### src/sow_consts.vh
/*
 * constants of the switch output controller: register offsets,
 * field positions, reset values, selection codes and timing.
 * assumes inclusion by the files of this block only.
 */
`ifndef SOW_CONSTS_VH
`define SOW_CONSTS_VH

// ----------------------------------------------------------------
// register byte offsets
// ----------------------------------------------------------------
`define SOW_ADR_CTRL 8'h00
`define SOW_ADR_ON_VAL 8'h04
`define SOW_ADR_OFF_VAL 8'h08
`define SOW_ADR_ON_DLY 8'h0C
`define SOW_ADR_OFF_DLY 8'h10
`define SOW_ADR_STATUS 8'h14

// ----------------------------------------------------------------
// control field positions (lsb)
// ----------------------------------------------------------------
`define SOW_FUNC_LSB 0
`define SOW_DIAG_LSB 4
`define SOW_FAIL_LSB 8
`define SOW_INV_BIT 12
`define SOW_CHAN_LSB 16
`define SOW_LIM_LSB 24

// ----------------------------------------------------------------
// selection codes
// ----------------------------------------------------------------
`define SOW_FUNC_OFF 3'h0
`define SOW_FUNC_ON 3'h1
`define SOW_FUNC_DIAG 3'h2
`define SOW_FUNC_LIMIT 3'h3
`define SOW_FUNC_DIGITAL 3'h4
`define SOW_DIAG_ALARM 2'h0
`define SOW_DIAG_ALARM_WARN 2'h1
`define SOW_DIAG_WARN 2'h2
`define SOW_FAIL_ACTUAL 2'h0
`define SOW_FAIL_OPEN 2'h1
`define SOW_FAIL_CLOSED 2'h2
`define SOW_CHAN_OFF 2'h0
`define SOW_CHAN_1 2'h1
`define SOW_CHAN_2 2'h2
`define SOW_LIM_OFF 4'h0
`define SOW_LIM_LAST 4'hC

// ----------------------------------------------------------------
// reset values
// ----------------------------------------------------------------
`define SOW_RST_CTRL 32'h0000_0100
`define SOW_RST_VAL 32'h0000_0000
`define SOW_RST_DLY 11'h000

// ----------------------------------------------------------------
// timing
// ----------------------------------------------------------------
`define SOW_CLK_NS 10
`define SOW_TENTH_NS 100000000
`define SOW_DLY_MAX 11'h3E8

`endif

### src/sow_dly.v
/*
 * qualification timer: done rises once req_i has stood for
 * dly_i tenths of a second; any drop of req_i restarts it.
 * assumes dly_i is stable while the timer runs.
 */
`timescale 1ns/10ps

module sow_dly #(
   parameter TENTH_CYCLES = 10000000
) (
   input wire clk_i,
   input wire rst_i,
   input wire req_i,
   input wire [10:0] dly_i,
   output reg done_o,
   output wire busy_o
);

   reg [23:0] pre_r;
   reg [10:0] cnt_r;
   wire pre_end;

   assign pre_end = (pre_r == TENTH_CYCLES[23:0] - 24'h00_0001);
   assign busy_o = req_i & ~done_o;

   // ----------------------------------------------------------------
   // tenth prescaler and tenth counter
   // ----------------------------------------------------------------
   always @(posedge clk_i) begin
      if (rst_i || !req_i) begin
         pre_r <= 24'h00_0000;
         cnt_r <= 11'h000;
         done_o <= 1'b0;
      end else if (cnt_r >= dly_i) begin
         done_o <= 1'b1;
      end else if (pre_end) begin
         pre_r <= 24'h00_0000;
         cnt_r <= cnt_r + 11'h001;
      end else begin
         pre_r <= pre_r + 24'h00_0001;
      end
   end

endmodule // sow_dly

### src/sow_fcmp.v
/*
 * signed single precision float comparator, a against b.
 * assumes ordinary numbers; +0 and -0 compare equal, nan not handled.
 */
`timescale 1ns/10ps

module sow_fcmp (
   input wire [31:0] a_i,
   input wire [31:0] b_i,
   output reg gt_o,
   output reg lt_o
);

   // ----------------------------------------------------------------
   // sign magnitude ordering
   // ----------------------------------------------------------------
   always @* begin
      gt_o = 1'b0;
      lt_o = 1'b0;
      if ((a_i[30:0] == 31'h0000_0000) && (b_i[30:0] == 31'h0000_0000)) begin
         gt_o = 1'b0; // both zero
      end else if (a_i[31] != b_i[31]) begin
         gt_o = b_i[31];
         lt_o = a_i[31];
      end else if (a_i[31]) begin
         gt_o = a_i[30:0] < b_i[30:0]; // both negative
         lt_o = a_i[30:0] > b_i[30:0];
      end else begin
         gt_o = a_i[30:0] > b_i[30:0];
         lt_o = a_i[30:0] < b_i[30:0];
      end
   end

endmodule // sow_fcmp

### src/sow_top.v
/*
 * switch output controller: drives one switch contact from a
 * selected function, with wishbone classic register access.
 * assumes measured values, diagnostic events, channel levels and
 * the error flag come from logic on clk_i; thresholds and values
 * are single precision floats.
 */
// The Wishbone slave port and the placing of the registers were left to the implementer.
`timescale 1ns/10ps
`include "sow_consts.vh"

module sow_top #(
   parameter TENTH_CYCLES = `SOW_TENTH_NS / `SOW_CLK_NS
) (
   input wire clk_i,
   input wire rst_i,
   input wire wb_cyc_i,
   input wire wb_stb_i,
   input wire wb_we_i,
   input wire [7:0] wb_adr_i,
   input wire [3:0] wb_sel_i,
   input wire [31:0] wb_dat_i,
   output reg [31:0] wb_dat_o,
   output reg wb_ack_o,
   input wire [383:0] meas_i,
   input wire diag_alarm_i,
   input wire diag_warn_i,
   input wire adv_ch1_i,
   input wire adv_ch2_i,
   input wire error_i,
   output reg switch_closed_o
);

   // ----------------------------------------------------------------
   // declarations
   // ----------------------------------------------------------------
   reg [31:0] ctrl_r;
   reg [31:0] on_val_r;
   reg [31:0] off_val_r;
   reg [10:0] on_dly_r;
   reg [10:0] off_dly_r;
   reg lim_r;
   reg lim_nxt;
   reg comp_nxt;
   reg sub_nxt;
   reg event_sel;
   reg [31:0] rd_nxt;
   wire [31:0] wmask;
   wire [31:0] dly_wr;
   wire [10:0] dly_clamp;
   wire req;
   wire wr_stb;
   wire [2:0] func;
   wire [1:0] diag_sel;
   wire [1:0] fail_sel;
   wire [1:0] chan_sel;
   wire [3:0] lim_sel;
   wire invert;
   wire lim_en;
   wire [3:0] lim_idx;
   wire [31:0] val;
   wire v_gt_on;
   wire v_lt_on;
   wire v_gt_off;
   wire v_lt_off;
   wire on_gt_off;
   wire on_lt_off;
   wire cond_close;
   wire cond_open;
   wire close_done;
   wire open_done;
   wire close_busy;
   wire open_busy;
   wire err_apply;

   // ----------------------------------------------------------------
   // bus decode
   // ----------------------------------------------------------------

   // request seen in its first cycle only, answer one cycle later;
   // a write lands on the edge at which the master samples ack
   assign req = wb_cyc_i & wb_stb_i & ~wb_ack_o;
   assign wr_stb = wb_cyc_i & wb_stb_i & wb_we_i & wb_ack_o;
   assign wmask = {{8{wb_sel_i[3]}}, {8{wb_sel_i[2]}}, {8{wb_sel_i[1]}}, {8{wb_sel_i[0]}}};

   // delay write: unselected lanes zeroed, then limited to 100.0 s
   assign dly_wr = wb_dat_i & wmask;
   assign dly_clamp = (dly_wr > {21'h00_0000, `SOW_DLY_MAX}) ? `SOW_DLY_MAX : dly_wr[10:0];

   // ----------------------------------------------------------------
   // control fields
   // ----------------------------------------------------------------
   // slices of the control word
   assign func = ctrl_r[`SOW_FUNC_LSB +: 3];
   assign diag_sel = ctrl_r[`SOW_DIAG_LSB +: 2];
   assign fail_sel = ctrl_r[`SOW_FAIL_LSB +: 2];
   assign chan_sel = ctrl_r[`SOW_CHAN_LSB +: 2];
   assign lim_sel = ctrl_r[`SOW_LIM_LSB +: 4];
   assign invert = ctrl_r[`SOW_INV_BIT];

   // ----------------------------------------------------------------
   // register writes
   // ----------------------------------------------------------------

   always @(posedge clk_i) begin
      if (rst_i) begin
         ctrl_r <= `SOW_RST_CTRL;
         on_val_r <= `SOW_RST_VAL;
         off_val_r <= `SOW_RST_VAL;
         on_dly_r <= `SOW_RST_DLY;
         off_dly_r <= `SOW_RST_DLY;
      end else if (wr_stb) begin
         case (wb_adr_i)
            `SOW_ADR_CTRL: begin
               ctrl_r <= (ctrl_r & ~wmask) | (wb_dat_i & wmask);
            end
            `SOW_ADR_ON_VAL: begin
               on_val_r <= (on_val_r & ~wmask) | (wb_dat_i & wmask);
            end
            `SOW_ADR_OFF_VAL: begin
               off_val_r <= (off_val_r & ~wmask) | (wb_dat_i & wmask);
            end
            `SOW_ADR_ON_DLY: begin
               on_dly_r <= dly_clamp;
            end
            `SOW_ADR_OFF_DLY: begin
               off_dly_r <= dly_clamp;
            end
            default: begin
               ctrl_r <= ctrl_r; // unmapped or read only
            end
         endcase
      end
   end

   // ----------------------------------------------------------------
   // register reads
   // ----------------------------------------------------------------

   always @* begin
      rd_nxt = 32'h0000_0000;
      case (wb_adr_i)
         `SOW_ADR_CTRL: rd_nxt = ctrl_r;
         `SOW_ADR_ON_VAL: rd_nxt = on_val_r;
         `SOW_ADR_OFF_VAL: rd_nxt = off_val_r;
         `SOW_ADR_ON_DLY: rd_nxt = {21'h00_0000, on_dly_r};
         `SOW_ADR_OFF_DLY: rd_nxt = {21'h00_0000, off_dly_r};
         `SOW_ADR_STATUS: begin
            rd_nxt = {27'h000_0000, open_busy, close_busy, err_apply, lim_r, switch_closed_o};
         end
         default: rd_nxt = 32'h0000_0000;
      endcase
   end

   // ack and read data, unmapped addresses answer zero
   always @(posedge clk_i) begin
      if (rst_i) begin
         wb_ack_o <= 1'b0;
         wb_dat_o <= 32'h0000_0000;
      end else begin
         wb_ack_o <= req;
         if (req && !wb_we_i) begin
            wb_dat_o <= rd_nxt;
         end
      end
   end

   // ----------------------------------------------------------------
   // limit comparator
   // ----------------------------------------------------------------

   // pick one of twelve values, code zero is none
   assign lim_en = (lim_sel != `SOW_LIM_OFF) && (lim_sel <= `SOW_LIM_LAST);
   assign lim_idx = lim_en ? (lim_sel - 4'h1) : 4'h0;
   assign val = meas_i[{lim_idx, 5'h00} +: 32];

   // value against each threshold, then threshold order
   sow_fcmp u_cmp_on (
      .a_i(val),
      .b_i(on_val_r),
      .gt_o(v_gt_on),
      .lt_o(v_lt_on)
   );

   sow_fcmp u_cmp_off (
      .a_i(val),
      .b_i(off_val_r),
      .gt_o(v_gt_off),
      .lt_o(v_lt_off)
   );

   sow_fcmp u_cmp_thr (
      .a_i(on_val_r),
      .b_i(off_val_r),
      .gt_o(on_gt_off),
      .lt_o(on_lt_off)
   );

   assign cond_close = on_lt_off ? v_lt_on : v_gt_on;
   assign cond_open = on_lt_off ? v_gt_off : v_lt_off;

   // ----------------------------------------------------------------
   // qualification timers
   // ----------------------------------------------------------------

   sow_dly #(
      .TENTH_CYCLES(TENTH_CYCLES)
   ) u_dly_on (
      .clk_i(clk_i),
      .rst_i(rst_i),
      .req_i(lim_en & ~lim_r & cond_close),
      .dly_i(on_dly_r),
      .done_o(close_done),
      .busy_o(close_busy)
   );

   sow_dly #(
      .TENTH_CYCLES(TENTH_CYCLES)
   ) u_dly_off (
      .clk_i(clk_i),
      .rst_i(rst_i),
      .req_i(lim_en & lim_r & cond_open),
      .dly_i(off_dly_r),
      .done_o(open_done),
      .busy_o(open_busy)
   );

   // ----------------------------------------------------------------
   // limit state with hysteresis
   // ----------------------------------------------------------------

   always @* begin
      lim_nxt = lim_r;
      if (!lim_en) begin
         lim_nxt = 1'b0; // no value assigned: open
      end else if (!lim_r && close_done) begin
         lim_nxt = 1'b1;
      end else if (lim_r && open_done) begin
         lim_nxt = 1'b0;
      end
   end

   // limit state register
   always @(posedge clk_i) begin
      if (rst_i) begin
         lim_r <= 1'b0;
      end else begin
         lim_r <= lim_nxt;
      end
   end

   // ----------------------------------------------------------------
   // function selection
   // ----------------------------------------------------------------

   always @* begin
      case (diag_sel)
         `SOW_DIAG_ALARM_WARN: event_sel = diag_alarm_i | diag_warn_i;
         `SOW_DIAG_WARN: event_sel = diag_warn_i;
         default: event_sel = diag_alarm_i; // alarm and spare code
      endcase
   end

   // computed contact state before error and inversion
   always @* begin
      case (func)
         `SOW_FUNC_OFF: comp_nxt = 1'b0;
         `SOW_FUNC_ON: comp_nxt = 1'b1;
         `SOW_FUNC_DIAG: comp_nxt = ~event_sel;
         `SOW_FUNC_LIMIT: comp_nxt = lim_r;
         `SOW_FUNC_DIGITAL: begin
            case (chan_sel)
               `SOW_CHAN_1: comp_nxt = adv_ch1_i;
               `SOW_CHAN_2: comp_nxt = adv_ch2_i;
               default: comp_nxt = 1'b0; // no channel: open
            endcase
         end
         default: comp_nxt = 1'b0; // spare codes act as off
      endcase
   end

   // ----------------------------------------------------------------
   // error substitution
   // ----------------------------------------------------------------

   // error state only in limit or digital mode
   assign err_apply = error_i & ((func == `SOW_FUNC_LIMIT) | (func == `SOW_FUNC_DIGITAL));

   // substitute the error state, actual keeps the computed one
   always @* begin
      sub_nxt = comp_nxt;
      if (err_apply) begin
         case (fail_sel)
            `SOW_FAIL_ACTUAL: sub_nxt = comp_nxt;
            `SOW_FAIL_CLOSED: sub_nxt = 1'b1;
            default: sub_nxt = 1'b0; // open and spare code
         endcase
      end
   end

   // ----------------------------------------------------------------
   // output stage
   // ----------------------------------------------------------------

   // inversion last, one flop drives contact
   always @(posedge clk_i) begin
      if (rst_i) begin
         switch_closed_o <= 1'b0;
      end else begin
         switch_closed_o <= sub_nxt ^ invert;
      end
   end

endmodule // sow_top
### config.mk
export PLATFORM = sky130hd
export DESIGN_NAME = sow_top
export DESIGN_NICKNAME = d
export VERILOG_FILES = /design/src/sow_dly.v /design/src/sow_fcmp.v /design/src/sow_top.v
export VERILOG_INCLUDE_DIRS = /design/src /design/src/src
export SDC_FILE = /design/constraint.sdc
export NUM_CORES = 1
export LEC_CHECK = 0
export ABC_AREA = 1
export BUFFER_PORTS_ARGS = -buffer_cell sky130_fd_sc_hd__buf_4
export CORE_AREA = 5 5 223 182
export CTS_BUF_LIST = sky130_fd_sc_hd__clkbuf_2 sky130_fd_sc_hd__clkbuf_4 sky130_fd_sc_hd__clkbuf_8
export DETAILED_ROUTE_END_ITERATION = 7
export DIE_AREA = 0 0 228 187
export GPL_ROUTABILITY_DRIVEN = 0
export HOLD_SLACK_MARGIN = 0.02
export PLACE_DENSITY = 0.7
export SYNTH_ARGS = -nofsm -noshare
export SYNTH_HDL_FRONTEND = slang
export SYNTH_SLANG_ARGS = --single-unit
### constraint.sdc
create_clock -name clk_i -period 6.14 [get_ports clk_i]
set_input_delay 1.228 -clock clk_i [delete_from_list [all_inputs] [get_ports clk_i]]
set_output_delay 1.228 -clock clk_i [all_outputs]
set_load 0.005 [all_outputs]
==> impl_metrics.ini <==
[yosys]
syn_inst = 2696
ys_seq_elements = 225
synthArstFlopShare_pct = 0
synth_warnings = 0
synth_edf_count = 0
synth_ff_type = dfxtp_1
synth-seq-area-share_pct = 26.7
synthTopCellsByCount = nand2_1, nand3_1, inv_1
synth_area_leaders = dfxtp_1, nand2_1, nand3_1
synth_area_sq_mm = 0.0169
yosys.cell_types.count = 50
syn_nets = 3259
synth.most_common_cell = nand2_1
yosysTopAreaCell = dfxtp_1
yosysTopAreaCellShare_pct = 26.7
avgSynthCellArea_sq_um = 6.27

[worst_setup_path]
crit-reg2reg-capture = u_dly_off.pre_r[9]$_SDFFE_PP0N_
cp_max_fo = 95
r2r_cells = 26
cp-end-kind = flop
crit_arrival_ns = 6.21
critPathKind = flop to flop
crit_required_ns = 6.62
start_kind = flop
r2r_slack_ns = 0.41

[routing]
wl_per_cell_microns = 21.0
drc = 0
vias_per_cell = 5.81
firstDrtPassIters = 7
final_antenna_net_count = 0
drtIter0Drc = 2892
vias = 21000
drt-total-wl_microns = 75900

[sta]
timing.slew.headroom_pct = 18.6
skew_ns = 0.0302
hold_viol_final = 0
clock.fmax_ghz = 0.175
rsz0062_at_grt = false
period_minus_slack_ns = 5.73
worst_slew_pin_slew_ns = 1.22
setup_viol = 0
slew_violations = 0
timing.final.crit_share_pct = 93.3
setup_tns_ns = 0

[die]
fp.dieArea_sq_mm = 0.0426
boundaryPins = 472
start_util_pct = 44.6
die_w_microns = 228
num_rows = 64
coreArea_sq_mm = 0.0379
die_y_microns = 187

[power_and_ir_drop]
power_density_mw_per_mm2 = 157
totalPowerFinal_mw = 3.37
pwr-share-clk_pct = 42.2
p_switching_uw = 850
sw_frac_of_total_pct = 25.2
irDropWorstVdd_uv = 118
internal-power_mw = 2.52
p_leak_nw = 9.84
seqPwrFrac_pct = 43.4
p_comb_share_pct = 14.4

[clocking]
root_buffer = clkbuf_8
post_cts_buffers = 0
htreeDepth = 2
clk_pin_slew_ns = 0.06
cts_max_path_buffers = 3
numCtsBuffers = 36
cts_num_sinks = 225
tritoncts = yes
worst_skew_pair.late_latency_ns = 0.56

[cells_and_area]
final_nets = 3659
syn_to_final_growth_pct = 27.1
final_area_sq_mm = 0.0215
fin_cells = 3619
drive_above_1_share_pct = 19.2
nFillCells = 3741

[placement]
dp_hpwl_microns = 60400
dp_cells = 3553
place_area_sq_mm = 0.0207
io_buffers = 471

[job]
cap_violations = 0

[status]
outcome = complete, no violations

[global_route]
antenna_found_initial = 2
grt.total_usage_pct = 33.3
grt_max_degree = 102
grt_pass1_wl_microns = 114000
first_global_vias = 19500
overflow = 0

[min_path]
min_path_type = flop to flop
min_path_cells = 2
[power groups by stage]
stage	combinational (mW)	sequential (mW)	clock (mW)
final	0.486	1.46	1.42
after global routing	0.525	1.46	1.50
after CTS	0.475	1.46	1.43
after detailed placement	0.472	1.49	0
after global placement	0.469	1.49	0
after floorplan	0.168	1.49	0
[worst max path at each step]
stage          from  slack (ns)                               end
2_1_floorplan  flop        2.04  u_dly_off.pre_r[20]$_SDFFE_PP0N_
3_3_place_gp   flop        0.38  u_dly_off.pre_r[18]$_SDFFE_PP0N_
3_5_place_dp   flop        0.19  u_dly_off.pre_r[18]$_SDFFE_PP0N_
4_1_cts        flop        0.18   u_dly_off.pre_r[9]$_SDFFE_PP0N_
5_1_grt        flop        0.07   u_dly_off.pre_r[9]$_SDFFE_PP0N_
6_report       flop        0.41   u_dly_off.pre_r[9]$_SDFFE_PP0N_
[worst max-delay path, cell delays in order (launching register included)]
cell and delay [ns]:
dfxtp_1 0.38, inv_4 0.10, buf_6 0.48, nand3_4 0.57, buf_12 0.43, o22ai_1 0.30, nand2_1 0.14, nand3_1 0.10
nand2_1 0.06, nand2_1 0.13, inv_1 0.08, ha_1 0.27, nand2_1 0.04, nor2_1 0.14, nand3_1 0.12, nor4_1 0.54
nand2_1 0.11, nand2_1 0.12, nand2_1 0.08, nand2_1 0.06, nand2_1 0.04, inv_1 0.05, nand2_1 0.06, a21oi_2 0.24
nand3_4 0.43, o21bai_1 0.33, nor2_1 0.08
[final cells by class]
| type | count | area, sq um | area share [%] |
|---|---|---|---|
| clock buffer | 60 | 738 | 3.44 |
| clock inverter | 4 | 50.0 | 0.233 |
| inverter | 261 | 982 | 4.57 |
| antenna | 2 | 5.00 | 0.0233 |
| sequential | 225 | 4500 | 21.0 |
| tap | 495 | 619 | 2.88 |
| multi-input combinational | 2075 | 10800 | 50.4 |
| timing repair buffer | 497 | 3760 | 17.5 |
[stage by stage]
step,setup slack (ns),hold slack (ns),util [%]
after floorplan,2.04,0.430,-
after global placement,0.382,0.450,54.6
after detailed placement,0.193,0.455,54.6
after CTS,0.179,0.464,56.7
after global routing,0.0745,0.485,56.7
final,0.411,0.463,56.7
[cells by family after synthesis]
kind of cell,after synthesis,synth area share [%]
AOI/OAI and AO/OA,490,16.2
xor gates and xnor gates,22,1.14
buffers and inverters,396,9.49
adders and majority gates,125,9.26
and+or+nand+nor,1438,37.3
DFF,225,26.7
[cell usage in the layout, fill, tap and decap left out, drive strengths merged, types with 3 or more instances in the layout]
cell type | Yosys | layout
nand4 | 48 | 48
buf | 66 | 497
nor4 | 20 | 20
nand3b | 4 | 4
ha | 125 | 125
xnor2 | 7 | 7
clkbuf | 69 | 60
or2 | 5 | 5
nand2 | 710 | 710
o21a | 5 | 5
o21ai | 157 | 157
xor2 | 15 | 15
o31ai | 3 | 3
nor3 | 56 | 56
a21oi | 223 | 223
o22ai | 49 | 49
inv | 261 | 261
o221ai | 21 | 21
nor3b | 8 | 8
nor2 | 205 | 205
dfxtp | 225 | 225
nand3 | 378 | 378
a211oi | 15 | 15
a21o | 3 | 3
[routing by layer]
| layer | up-vias | part of all wire, % | wire length (microns) | track usage [%] |
|---|---|---|---|---|
| met5 | - | 0 | 0 | 0 |
| met4 | 0 | 3.1 | 2370 | 8.98 |
| met3 | 151 | 12 | 8950 | 7.86 |
| met2 | 1323 | 43 | 32600 | 51.0 |
| met1 | 9634 | 42 | 32000 | 47.2 |
| li1 | 9904 | - | - | - |
[timing repair]
action,4_1_cts,5_1_grt
hold buffers,0,0
resized for setup,0,2
setup endpoints to repair,0,36
No activity file was read; power rests on OpenSTA's default activity.
